**src/rtl/swm_defs.vh**
```
// timing and command constants for the single-wire bus master
// Contract
// - match command 55h then 64 identity bits selects one device.
// - search bit: read bit, read complement, then write chosen bit.
// - master repeats search step over all 64 bits per pass; here each search command runs one step (3 slots).
// - master drives reset low at least 480 us, then releases.
// - master initiates all signaling except the presence pulse.
// - every slot starts with the master pulling the line low.
// - read slot start low lasts at most 1 us.
// - read data valid 1 us to 15 us after the falling edge.
// - line stays released at least 480 us after reset pulse.
// - reset low time kept at most 960 us.
// - line idles high; never left low beyond 120 us except during the reset pulse.
// - order: reset and presence, selection command, function, data.
`ifndef SWM_DEFS_VH
`define SWM_DEFS_VH
`define SWM_CLK_MHZ 40
`define SWM_RESET_LOW_US 600
`define SWM_RESET_HIGH_US 600
`define SWM_PRESENCE_SAMPLE_US 70
`define SWM_SLOT_US 70
`define SWM_WRITE_ONE_LOW_US 6
`define SWM_WRITE_ZERO_LOW_US 64
`define SWM_READ_START_LOW_US 1
`define SWM_READ_SAMPLE_US 12
`define SWM_RECOVERY_US 2
`define SWM_CMD_READ_ID 8'h33
`define SWM_CMD_MATCH 8'h55
`define SWM_CMD_SKIP 8'hCC
`define SWM_CMD_SEARCH 8'hF0
`define SWM_OP_RESET 3'h0
`define SWM_OP_WRITE 3'h1
`define SWM_OP_READ 3'h2
`define SWM_OP_SEARCH 3'h3
`define SWM_OP_SEL 3'h4
`define SWM_BYTE_BITS 7'h08
`define SWM_SEARCH_SLOTS 7'h03
`define SWM_SEL_BITS 7'h48
`define SWM_ID_BITS 7'h40
`endif

```
**src/rtl/swm_fifo.v**
```verilog
// the read-data fifo module is kept in swm_master.v beside the sequencer

```
**src/rtl/swm_master.v**
```verilog
// single-wire bus master: reset, byte slots, selection and search steps
`timescale 1ns/1ps
`include "swm_defs.vh"
module swm_master #(
  parameter RESET_LOW_CYC = `SWM_RESET_LOW_US * `SWM_CLK_MHZ,
  parameter RESET_HIGH_CYC = `SWM_RESET_HIGH_US * `SWM_CLK_MHZ,
  parameter FIFO_DEPTH = 32
) (
  // clock and reset
  input wire sys_clk_i,
  input wire rst_i,
  // command port
  input wire cmd_valid_i,
  input wire [2:0] cmd_op_i,
  input wire [7:0] cmd_data_i,
  output reg cmd_ready_o,
  // selection identity; search direction is taken from cmd_data_i bit 0
  input wire [63:0] sel_id_i,
  // read data out via fifo
  output reg rd_valid_o,
  input wire rd_ready_i,
  output reg [7:0] rd_data_o,
  // status
  output reg presence_o,
  output reg [1:0] search_bits_o,
  output reg done_o,
  // bus line
  input wire line_i,
  output reg line_o,
  output reg line_oe_o
);
  // cycle counts worked out as integers, then cut to the counter width on purpose
  localparam integer SLOT_N = `SWM_SLOT_US * `SWM_CLK_MHZ;
  localparam integer ONE_N = `SWM_WRITE_ONE_LOW_US * `SWM_CLK_MHZ;
  localparam integer ZERO_N = `SWM_WRITE_ZERO_LOW_US * `SWM_CLK_MHZ;
  localparam integer RSTART_N = `SWM_READ_START_LOW_US * `SWM_CLK_MHZ;
  localparam integer RSAMP_N = `SWM_READ_SAMPLE_US * `SWM_CLK_MHZ;
  localparam integer REC_N = `SWM_RECOVERY_US * `SWM_CLK_MHZ;
  localparam integer PRES_N = `SWM_PRESENCE_SAMPLE_US * `SWM_CLK_MHZ;
  localparam integer RLOW_N = RESET_LOW_CYC;
  localparam integer RHIGH_N = RESET_HIGH_CYC;
  // reset counts above 16 bits would wrap; keep overrides below 65536
  localparam [15:0] SLOT_CYC = SLOT_N[15:0];
  localparam [15:0] ONE_CYC = ONE_N[15:0];
  localparam [15:0] ZERO_CYC = ZERO_N[15:0];
  localparam [15:0] RSTART_CYC = RSTART_N[15:0];
  localparam [15:0] RSAMP_CYC = RSAMP_N[15:0];
  localparam [15:0] REC_CYC = REC_N[15:0];
  localparam [15:0] PRES_CYC = PRES_N[15:0];
  localparam [15:0] RLOW = RLOW_N[15:0];
  localparam [15:0] RHIGH = RHIGH_N[15:0];
  localparam [3:0] S_IDLE = 4'h0;
  localparam [3:0] S_RLOW = 4'h1;
  localparam [3:0] S_RHIGH = 4'h2;
  localparam [3:0] S_SLOT = 4'h3;
  localparam [3:0] S_REC = 4'h4;
  localparam [3:0] S_NEXT = 4'h5;
  localparam [3:0] S_PUSH = 4'h6;

  reg [3:0] st_r;
  reg [15:0] cnt_r;
  reg [2:0] op_r;
  reg [7:0] sh_r;
  reg [6:0] nbit_r;
  reg [63:0] id_r;
  reg bit_w_r;
  reg slot_rd_r;
  reg [1:0] step_r;
  reg samp_r;
  wire f_ready;
  wire f_valid;
  wire [7:0] f_data;
  reg f_push_r;

  // low time for the current slot
  function [15:0] low_time;
    input rd;
    input b;
    begin
      low_time = rd ? RSTART_CYC : (b ? ONE_CYC : ZERO_CYC);
    end
  endfunction

  // read bytes buffered toward the user
  swm_fifo #(.WIDTH(8), .DEPTH(FIFO_DEPTH), .AW(5)) u_fifo (
    .sys_clk_i(sys_clk_i),
    .rst_i(rst_i),
    .in_valid_i(f_push_r),
    .in_ready_o(f_ready),
    .in_data_i(sh_r),
    .out_valid_o(f_valid),
    .out_ready_i(rd_ready_i && rd_valid_o),
    .out_data_o(f_data)
  );

  // output registers from fifo head
  always @(posedge sys_clk_i) begin
    if (rst_i) begin
      rd_valid_o <= 1'b0;
      rd_data_o <= 8'h00;
    end else begin
      rd_valid_o <= f_valid && !(rd_ready_i && rd_valid_o);
      rd_data_o <= f_data;
    end
  end

  // main sequencer
  always @(posedge sys_clk_i) begin
    if (rst_i) begin
      st_r <= S_IDLE;
      cnt_r <= 16'h0000;
      op_r <= 3'h0;
      sh_r <= 8'h00;
      nbit_r <= 7'h00;
      id_r <= 64'h0;
      bit_w_r <= 1'b1;
      slot_rd_r <= 1'b0;
      step_r <= 2'h0;
      samp_r <= 1'b1;
      f_push_r <= 1'b0;
      cmd_ready_o <= 1'b0;
      presence_o <= 1'b0;
      search_bits_o <= 2'h0;
      done_o <= 1'b0;
      line_o <= 1'b0;
      line_oe_o <= 1'b0;
    end else begin
      done_o <= 1'b0;
      f_push_r <= 1'b0;
      line_o <= 1'b0;
      case (st_r)
        S_IDLE: begin
          line_oe_o <= 1'b0;
          cmd_ready_o <= 1'b1;
          if (cmd_valid_i && cmd_ready_o) begin
            cmd_ready_o <= 1'b0;
            op_r <= cmd_op_i;
            sh_r <= cmd_data_i;
            id_r <= sel_id_i;
            cnt_r <= 16'h0000;
            step_r <= 2'h0;
            case (cmd_op_i)
              `SWM_OP_RESET: begin
                st_r <= S_RLOW;
                line_oe_o <= 1'b1;
              end
              `SWM_OP_WRITE: nbit_r <= `SWM_BYTE_BITS;
              `SWM_OP_READ: nbit_r <= `SWM_BYTE_BITS;
              `SWM_OP_SEARCH: nbit_r <= `SWM_SEARCH_SLOTS;
              // selection sends its command byte, then the identity
              default: nbit_r <= `SWM_SEL_BITS;
            endcase
            if (cmd_op_i != `SWM_OP_RESET) begin
              st_r <= S_NEXT;
            end
          end
        end
        S_RLOW: begin
          cnt_r <= cnt_r + 16'h0001;
          if (cnt_r == RLOW - 16'h0001) begin
            line_oe_o <= 1'b0;
            presence_o <= 1'b0;
            cnt_r <= 16'h0000;
            st_r <= S_RHIGH;
          end
        end
        S_RHIGH: begin
          cnt_r <= cnt_r + 16'h0001;
          if (cnt_r == PRES_CYC && !line_i) begin
            presence_o <= 1'b1;
          end
          if (cnt_r == RHIGH - 16'h0001) begin
            done_o <= 1'b1;
            st_r <= S_IDLE;
          end
        end
        S_NEXT: begin
          // pick next bit; selection shifts command then id
          if (nbit_r == 7'h00) begin
            if (op_r == `SWM_OP_READ) begin
              st_r <= S_PUSH;
            end else begin
              done_o <= 1'b1;
              st_r <= S_IDLE;
            end
          end else begin
            // search: read, read complement, write chosen
            slot_rd_r <= (op_r == `SWM_OP_READ) ||
                         (op_r == `SWM_OP_SEARCH && step_r != 2'h2);
            if (op_r == `SWM_OP_SEARCH) begin
              bit_w_r <= sh_r[0];
            end else if (op_r == `SWM_OP_SEL && nbit_r <= `SWM_ID_BITS) begin
              bit_w_r <= id_r[0];
            end else begin
              bit_w_r <= (op_r == `SWM_OP_READ) ? 1'b1 : sh_r[0];
            end
            line_oe_o <= 1'b1;
            cnt_r <= 16'h0000;
            st_r <= S_SLOT;
          end
        end
        S_SLOT: begin
          cnt_r <= cnt_r + 16'h0001;
          if (cnt_r == low_time(slot_rd_r, bit_w_r) - 16'h0001) begin
            line_oe_o <= 1'b0;
          end
          if (cnt_r == RSAMP_CYC) begin
            samp_r <= line_i;
          end
          if (cnt_r == SLOT_CYC - 16'h0001) begin
            cnt_r <= 16'h0000;
            st_r <= S_REC;
          end
        end
        S_REC: begin
          cnt_r <= cnt_r + 16'h0001;
          if (cnt_r == REC_CYC - 16'h0001) begin
            nbit_r <= nbit_r - 7'h01;
            st_r <= S_NEXT;
            if (op_r == `SWM_OP_SEARCH) begin
              if (step_r == 2'h0) begin
                search_bits_o[0] <= samp_r;
              end
              if (step_r == 2'h1) begin
                search_bits_o[1] <= samp_r;
              end
              step_r <= step_r + 2'h1;
            end else if (op_r == `SWM_OP_SEL && nbit_r <= `SWM_ID_BITS) begin
              id_r <= {1'b0, id_r[63:1]};
            end else begin
              // reads collect the line; writes just echo their own bits
              sh_r <= {samp_r, sh_r[7:1]};
            end
          end
        end
        S_PUSH: begin
          // stall until fifo has room
          if (f_ready) begin
            f_push_r <= 1'b1;
            done_o <= 1'b1;
            st_r <= S_IDLE;
          end
        end
        default: st_r <= S_IDLE;
      endcase
    end
  end
endmodule

// ====================================================================
// synchronous fifo with valid and ready on both sides
module swm_fifo #(
  parameter WIDTH = 8,
  parameter DEPTH = 32,
  parameter AW = 5
) (
  // clock and reset
  input wire sys_clk_i,
  input wire rst_i,
  // fill side
  input wire in_valid_i,
  output wire in_ready_o,
  input wire [WIDTH-1:0] in_data_i,
  // drain side
  output wire out_valid_o,
  input wire out_ready_i,
  output wire [WIDTH-1:0] out_data_o
);
  reg [WIDTH-1:0] mem [0:DEPTH-1];
  reg [AW:0] wr_r;
  reg [AW:0] rd_r;
  wire [AW:0] used = wr_r - rd_r;
  wire push = in_valid_i && in_ready_o;
  wire pop = out_valid_o && out_ready_i;
  assign in_ready_o = (used != DEPTH[AW:0]);
  assign out_valid_o = (used != {(AW+1){1'b0}});
  assign out_data_o = mem[rd_r[AW-1:0]];
  // pointers and storage
  always @(posedge sys_clk_i) begin
    if (push) begin
      mem[wr_r[AW-1:0]] <= in_data_i;
    end
    if (rst_i) begin
      wr_r <= {(AW+1){1'b0}};
      rd_r <= {(AW+1){1'b0}};
    end else begin
      if (push) begin
        wr_r <= wr_r + 1'b1;
      end
      if (pop) begin
        rd_r <= rd_r + 1'b1;
      end
    end
  end
endmodule

```
**config.mk**
```make
export PLATFORM = sky130hd
export DESIGN_NAME = swm_master
export DESIGN_NICKNAME = d
export VERILOG_FILES = /design/src/rtl/swm_fifo.v /design/src/rtl/swm_master.v
export VERILOG_INCLUDE_DIRS = /design/src /design/src/rtl
export SDC_FILE = /design/constraint.sdc
export NUM_CORES = 1
export LEC_CHECK = 0
export ABC_AREA = 1
export BUFFER_PORTS_ARGS = -buffer_cell sky130_fd_sc_hd__buf_4
export CAP_MARGIN = 0
export CORE_UTILIZATION = 38
export CTS_BUF_LIST = sky130_fd_sc_hd__clkbuf_8
export DETAILED_ROUTE_END_ITERATION = 7
export PLACE_DENSITY = 0.6
export SETUP_SLACK_MARGIN = 0.3
export SLEW_MARGIN = 0
export SYNTH_ARGS = -nofsm -noshare
export SYNTH_HDL_FRONTEND = slang
export SYNTH_SLANG_ARGS = --single-unit
```
**constraint.sdc**
```tcl
create_clock -name sys_clk_i -period 2.8 [get_ports sys_clk_i]
set_clock_uncertainty 0.15 [all_clocks]
set_input_delay 0.28 -clock sys_clk_i [delete_from_list [all_inputs] [get_ports sys_clk_i]]
set_output_delay 0.28 -clock sys_clk_i [all_outputs]
set_load 0.005 [all_outputs]
```
==> results.json, run 1 <==
{
  "outcome": "completed",
  "synth_nets": 1832,
  "dp_cells": 2359,
  "totalWireLength_um": 45790,
  "max_freq_mhz": 420.7,
  "grt_max_degree": 133,
  "ioPinCount": 96,
  "synth_area_leaders": "edfxtp_1, dfxtp_1, nor2_1",
  "endpoint_kind": "register",
  "drive_gt1_share_pct": 18.70,
  "clk_pin_slew_ps": 60,
  "power_density_mw_per_mm2": 867.0,
  "rows": 77,
  "final_core_util_pct": 47.76,
  "finalWeightedCongestion": 0.8850,
  "critical_path_class": "register to register",
  "hold_path_class": "register to register",
  "synth_top_area_share_pct": 44.43,
  "crit_fanout": 8,
  "finalSetupViolations": 0,
  "cp.arrival_ps": 2480,
  "drc_errors": 0,
  "finalNonFillerCells": 2571,
  "synth_enable_flop_cells": 256,
  "via_per_inst": 5.167,
  "drv_slew": 0,
  "place_area_mm2": 0.01900,
  "antenna_found_initial": 0,
  "dieArea_mm2": 0.04638,
  "postSynthCellCount": 1734,
  "dr_total_vias": 13284,
  "drtIter0Drc": 966,
  "port_buffers": 94,
  "htreeDepth": 3,
  "final_cell_mix": "edfxtp_1, nor2_1, nand2_1",
  "avgSynthCellArea_um2": 9.977,
  "final_common_cell": "edfxtp_1",
  "ant_nets": 0,
  "rsz0062_at_grt": "true",
  "syn-cell-area_mm2": 0.01730,
  "slew_headroom_pct": 57.50,
  "synth_cell_types": 38,
  "ys_seq_area_share_pct": 59.94,
  "die_x_um": 215.4,
  "worst_slew_pin_slew_ps": 637.4,
  "tns_ps": 0,
  "grt_pass1_wl_um": 70820,
  "whs_ps": 324.3,
  "area_growth_pct": 23.14,
  "finalHoldViolCount": 0,
  "start_util_pct": 38.78,
  "clock_latency_ps": 610,
  "p_leak_nw": 8.125,
  "first_global_vias": 13216,
  "grt-ovfl-total": 0,
  "core_area_mm2": 0.04461,
  "dpl.hpwl_um": 28350,
  "numCtsBuffers": 68,
  "worst_ep_required_time_ps": 2910,
  "grt.total_usage_pct": 19.53,
  "ctsLongestPathBuffers": 3,
  "clock_sinks": 390,
  "dr.pass1.iters": 5,
  "ys_ff_latch": 390,
  "cp-start-kind": "register",
  "ir_worst_vdd_uv": 557.0,
  "min_period_over_period_pct": 84.89,
  "ctsRootBufferMaster": "clkbuf_8",
  "nets": 2023,
  "async_reset_ff_share_pct": 0,
  "finish.instance_area_mm2": 0.02130,
  "antenna_cells": 0,
  "ys_warn_count": 0,
  "routedWlPerCell_um": 17.81,
  "die_y_um": 215.4,
  "cap_viol_max_count": 0,
  "synth_top_area_cell": "edfxtp_1",
  "cts_tree": "built",
  "synth_ff_type": "edfxtp_1",
  "fin_crit_ps": 2377
}
==> stage by stage <==
step           power [W]  setup WS [ps]
4_1_cts          0.01846          321.3
6_report         0.01847          423.0
5_1_grt          0.01950          289.3
3_5_place_dp     0.01324          198.8
2_1_floorplan    0.01178          305.9
3_3_place_gp     0.01315          301.0
==> final cells by class <==
cell class,instances,area (µm²)
clock buffer,78,1074
clock inverter,46,256.5
fill,4128,23300
inverter,91,361.6
multi-input combinational,1158,6523
sequential,390,10390
tap,592,740.7
timing repair buffer,216,1963
==> layer usage <==
metal	part of all wire [%]	wire, µm	global-route usage (%)	vias to the layer above
li1	-	-	-	6489
met1	43	19850	24.83	6292
met2	48	22050	32.62	425
met3	6.0	2740	4.271	78
met4	2.5	1149	7.069	0
met5	0	0	0	-
==> power by group <==
group	leakage (nW)	switching, W	internal [W]
sequential	3.45	0.000390	0.00729
combinational	3.93	0.00376	0.00194
clock	0.748	0.00235	0.00274
total	8.12	0.00650	0.0120
==> worst paths after layout <==
check            startpoint                to  slack (ps)  depth (start not counted)
max          u_fifo.wr_r[3]  u_fifo.mem[0][0]         420                         11
min                  samp_r            samp_r         320                          2
max reg2reg  u_fifo.wr_r[3]  u_fifo.mem[0][0]         420                         11
min reg2reg          samp_r            samp_r         320                          2
==> kinds of logic after synthesis <==
family                     after synthesis  synth area share (%)
and+or+nand+nor                        647                 15.59
xor gates and xnor gates                15                0.7594
buffers and inverters                  186                 4.694
DFF                                    390                 59.94
AOI/OAI and AO/OA                      414                 14.04
adders and majority gates               18                 1.302
muxes                                   63                 3.645
other                                    1               0.02168
==> synthesized netlist by cell type, types with 4 or more instances <==
library cell  number
inv_1             82
edfxtp_1         256
clkbuf_1          53
o21ai_0          172
o211ai_1          32
nand4_1           23
a21oi_1           52
nand2_2           10
nand2_1          208
buf_4              9
o22ai_1           35
buf_6              7
a31oi_1            4
nor2_2             5
a21oi_2           58
inv_2              7
nor2_1           282
o21ai_1           57
buf_1              4
xor2_1            12
nand3_1           95
ha_1              18
mux2i_1           63
buf_2             22
nor3_1            14
dfxtp_1          134
==> flip-flops by register name, summed over array words and instances, names as in the netlist, 6 cells and up <==
signal       flops
cnt_r           16
nbit_r           7
u_fifo.mem     256
rd_data_o        8
id_r            64
sh_r             8
u_fifo.rd_r      6
u_fifo.wr_r      6
==> timing repair <==
| item | in CTS | in global routing |
|---|---|---|
| gates cloned | 0 | 1 |
| endpoints found under the setup margin | 256 | 285 |
| pin swaps | 3 | 8 |
| gates resized for setup | 5 | 16 |
| setup buffers | 4 | 3 |
| hold buffers | 80 | 0 |
| endpoints found under the hold margin | 99 | 0 |
==> critical path, stage by stage, from the launching register on <==
cell,delay [ps]
dfxtp_1,510
ha_4,280
nand2_1,70
nand3b_1,120
nand2_1,60
nand2_1,70
nand2_2,80
nand2_4,110
nand2_8,80
clkinv_8,120
nand2_8,140
nor2_4,260
(Power assumes the default switching activity.)
==> run 2: changes to the inputs <==
--- a/config.mk
+++ b/config.mk
@@ -12,7 +12,7 @@
 export CORE_UTILIZATION = 38
 export CTS_BUF_LIST = sky130_fd_sc_hd__clkbuf_8
 export DETAILED_ROUTE_END_ITERATION = 7
-export PLACE_DENSITY = 0.6
+export PLACE_DENSITY = 0.58
 export SETUP_SLACK_MARGIN = 0.3
 export SLEW_MARGIN = 0
 export SYNTH_ARGS = -nofsm -noshare
==> constraint.sdc (replaced) <==
create_clock -name sys_clk_i -period 2.3 [get_ports sys_clk_i]
set_clock_uncertainty 0.15 [all_clocks]
set_input_delay 0.23 -clock sys_clk_i [delete_from_list [all_inputs] [get_ports sys_clk_i]]
set_output_delay 0.23 -clock sys_clk_i [all_outputs]
set_load 0.005 [all_outputs]
==> run 2 against run 1 <==
Compared with the run above:
- the flow now finishes with violations (negative setup slack)
- combinational power is 67% higher
- flip-flop and latch count unchanged
- register-to-register slack got worse by 450 ps
- first-iteration DRC count is 6.1% higher
- critical path type unchanged
- highest routed layer unchanged
==> results.json, run 2 (synthesis results as in run 1) <==
{
  "outcome": "complete, but fails checks",
  "violations": "negative setup slack",
  "fin_crit_ps": 2329,
  "rows": 77,
  "rsz0062_at_grt": "true",
  "whs_ps": 289.6,
  "start_util_pct": 38.78,
  "port_buffers": 94,
  "numCtsBuffers": 69,
  "grt-ovfl-total": 0,
  "min_period_over_period_pct": 101.3,
  "drv_slew": 0,
  "grt_pass1_wl_um": 76230,
  "ctsRootBufferMaster": "clkbuf_8",
  "cp.arrival_ps": 2460,
  "grt.total_usage_pct": 21.17,
  "finalNonFillerCells": 2633,
  "crit_fanout": 8,
  "clk_pin_slew_ps": 60,
  "totalWireLength_um": 50010,
  "dieArea_mm2": 0.04638,
  "endpoint_kind": "register",
  "core_area_mm2": 0.04461,
  "max_freq_mhz": 429.3,
  "finalWeightedCongestion": 0.8977,
  "dr_total_vias": 13845,
  "final_common_cell": "edfxtp_1",
  "ctsLongestPathBuffers": 3,
  "worst_slew_pin_slew_ps": 668.1,
  "p_leak_nw": 8.639,
  "ant_nets": 0,
  "setup_slack_ps": -29.39,
  "final_cell_mix": "edfxtp_1, nor2_1, nand2_1",
  "finalSetupViolations": 133,
  "area_growth_pct": 30.27,
  "drive_gt1_share_pct": 24.80,
  "antenna_found_initial": 1,
  "dp_cells": 2393,
  "pre_cts_slack_ps": -32.72,
  "clock_sinks": 390,
  "drc_errors": 0,
  "worst_ep_required_time_ps": 2430,
  "drtIter0Drc": 1025,
  "clock_latency_ps": 630,
  "finish.instance_area_mm2": 0.02254,
  "first_global_vias": 13715,
  "critical_path_class": "register to register",
  "slew_headroom_pct": 55.40,
  "hold_path_class": "input port to register",
  "ioPinCount": 96,
  "nets": 2089,
  "largest_reg_flops": 256,
  "via_per_inst": 5.258,
  "dpl.hpwl_um": 29370,
  "ir_worst_vdd_uv": 610.6,
  "cp-start-kind": "register",
  "die_y_um": 215.4,
  "power_density_mw_per_mm2": 1098,
  "grt_max_degree": 66,
  "finalHoldViolCount": 0,
  "total_power_w": 0.02474,
  "htreeDepth": 3,
  "cts_tree": "built",
  "dr.pass1.iters": 8,
  "die_x_um": 215.4,
  "place_area_mm2": 0.01935,
  "routedWlPerCell_um": 18.99,
  "cap_viol_max_count": 0
}
[run 2: path summary, 6_finish.rpt]
check	start	endpoint	slack, ps	cells past startpoint
max	u_fifo.rd_r[2]	u_fifo.mem[22][2]	-30	12
min	sel_id_i[63]	id_r[63]	290	4
max reg2reg	u_fifo.rd_r[2]	u_fifo.mem[22][2]	-30	12
min reg2reg	samp_r	samp_r	330	2
[run 2: stage by stage]
stage,TNS (ps),utilization (%)
final,-1765,50.52
after global routing,-34150,50.52
after CTS,-1927,49.32
after detailed placement,-1380,43.39
after global placement,0,43.39
after floorplan,-18620,-
[run 2: layer usage]
| metal | share of wire [%] | vias up | GRT usage, % |
|---|---|---|---|
| li1 | - | 6612 | - |
| met1 | 43 | 6657 | 27.16 |
| met2 | 48 | 487 | 35.17 |
| met3 | 6.5 | 89 | 4.144 |
| met4 | 2.8 | 0 | 8.251 |
| met5 | 0 | - | 0 |
[run 2: repair_timing]
action / in CTS / in global routing
pin swaps: 20 / 31
hold endpoints to repair: 100 / 0
cloned: 8 / 8
resized for setup: 78 / 76
buffers inserted: 15 / 9
endpoints found under the setup margin: 360 / 371
hold buffers: 79 / 0
[run 2: layout make-up]
type                       count  area, µm²
inverter                      91      372.9
multi-input combinational   1158       6939
tap                          592      740.7
sequential                   390      10400
clock buffer                  73       1005
clock inverter                47      200.2
fill                        3967      22070
antenna                        1      2.502
timing repair buffer         281       2874
[run 2: critical path: stages (launching register included)]
cell and delay, ps:
dfxtp_2 330, inv_2 40, ha_4 220, or2_1 230, nand3b_1 110, nand2_1 60
nand2_1 70, nand2_2 80, nand2_4 90, nand2_8 70, inv_12 120, nand2_8 140
nor2_4 260
[run 2: where the power goes]
part	total, W	switching (W)	internal [W]	leakage, nW
clock network	0.00574	0.00282	0.00292	0.708
logic	0.00953	0.00537	0.00416	4.48
registers	0.00947	0.000580	0.00889	3.45
total	0.0247	0.00878	0.0160	8.64
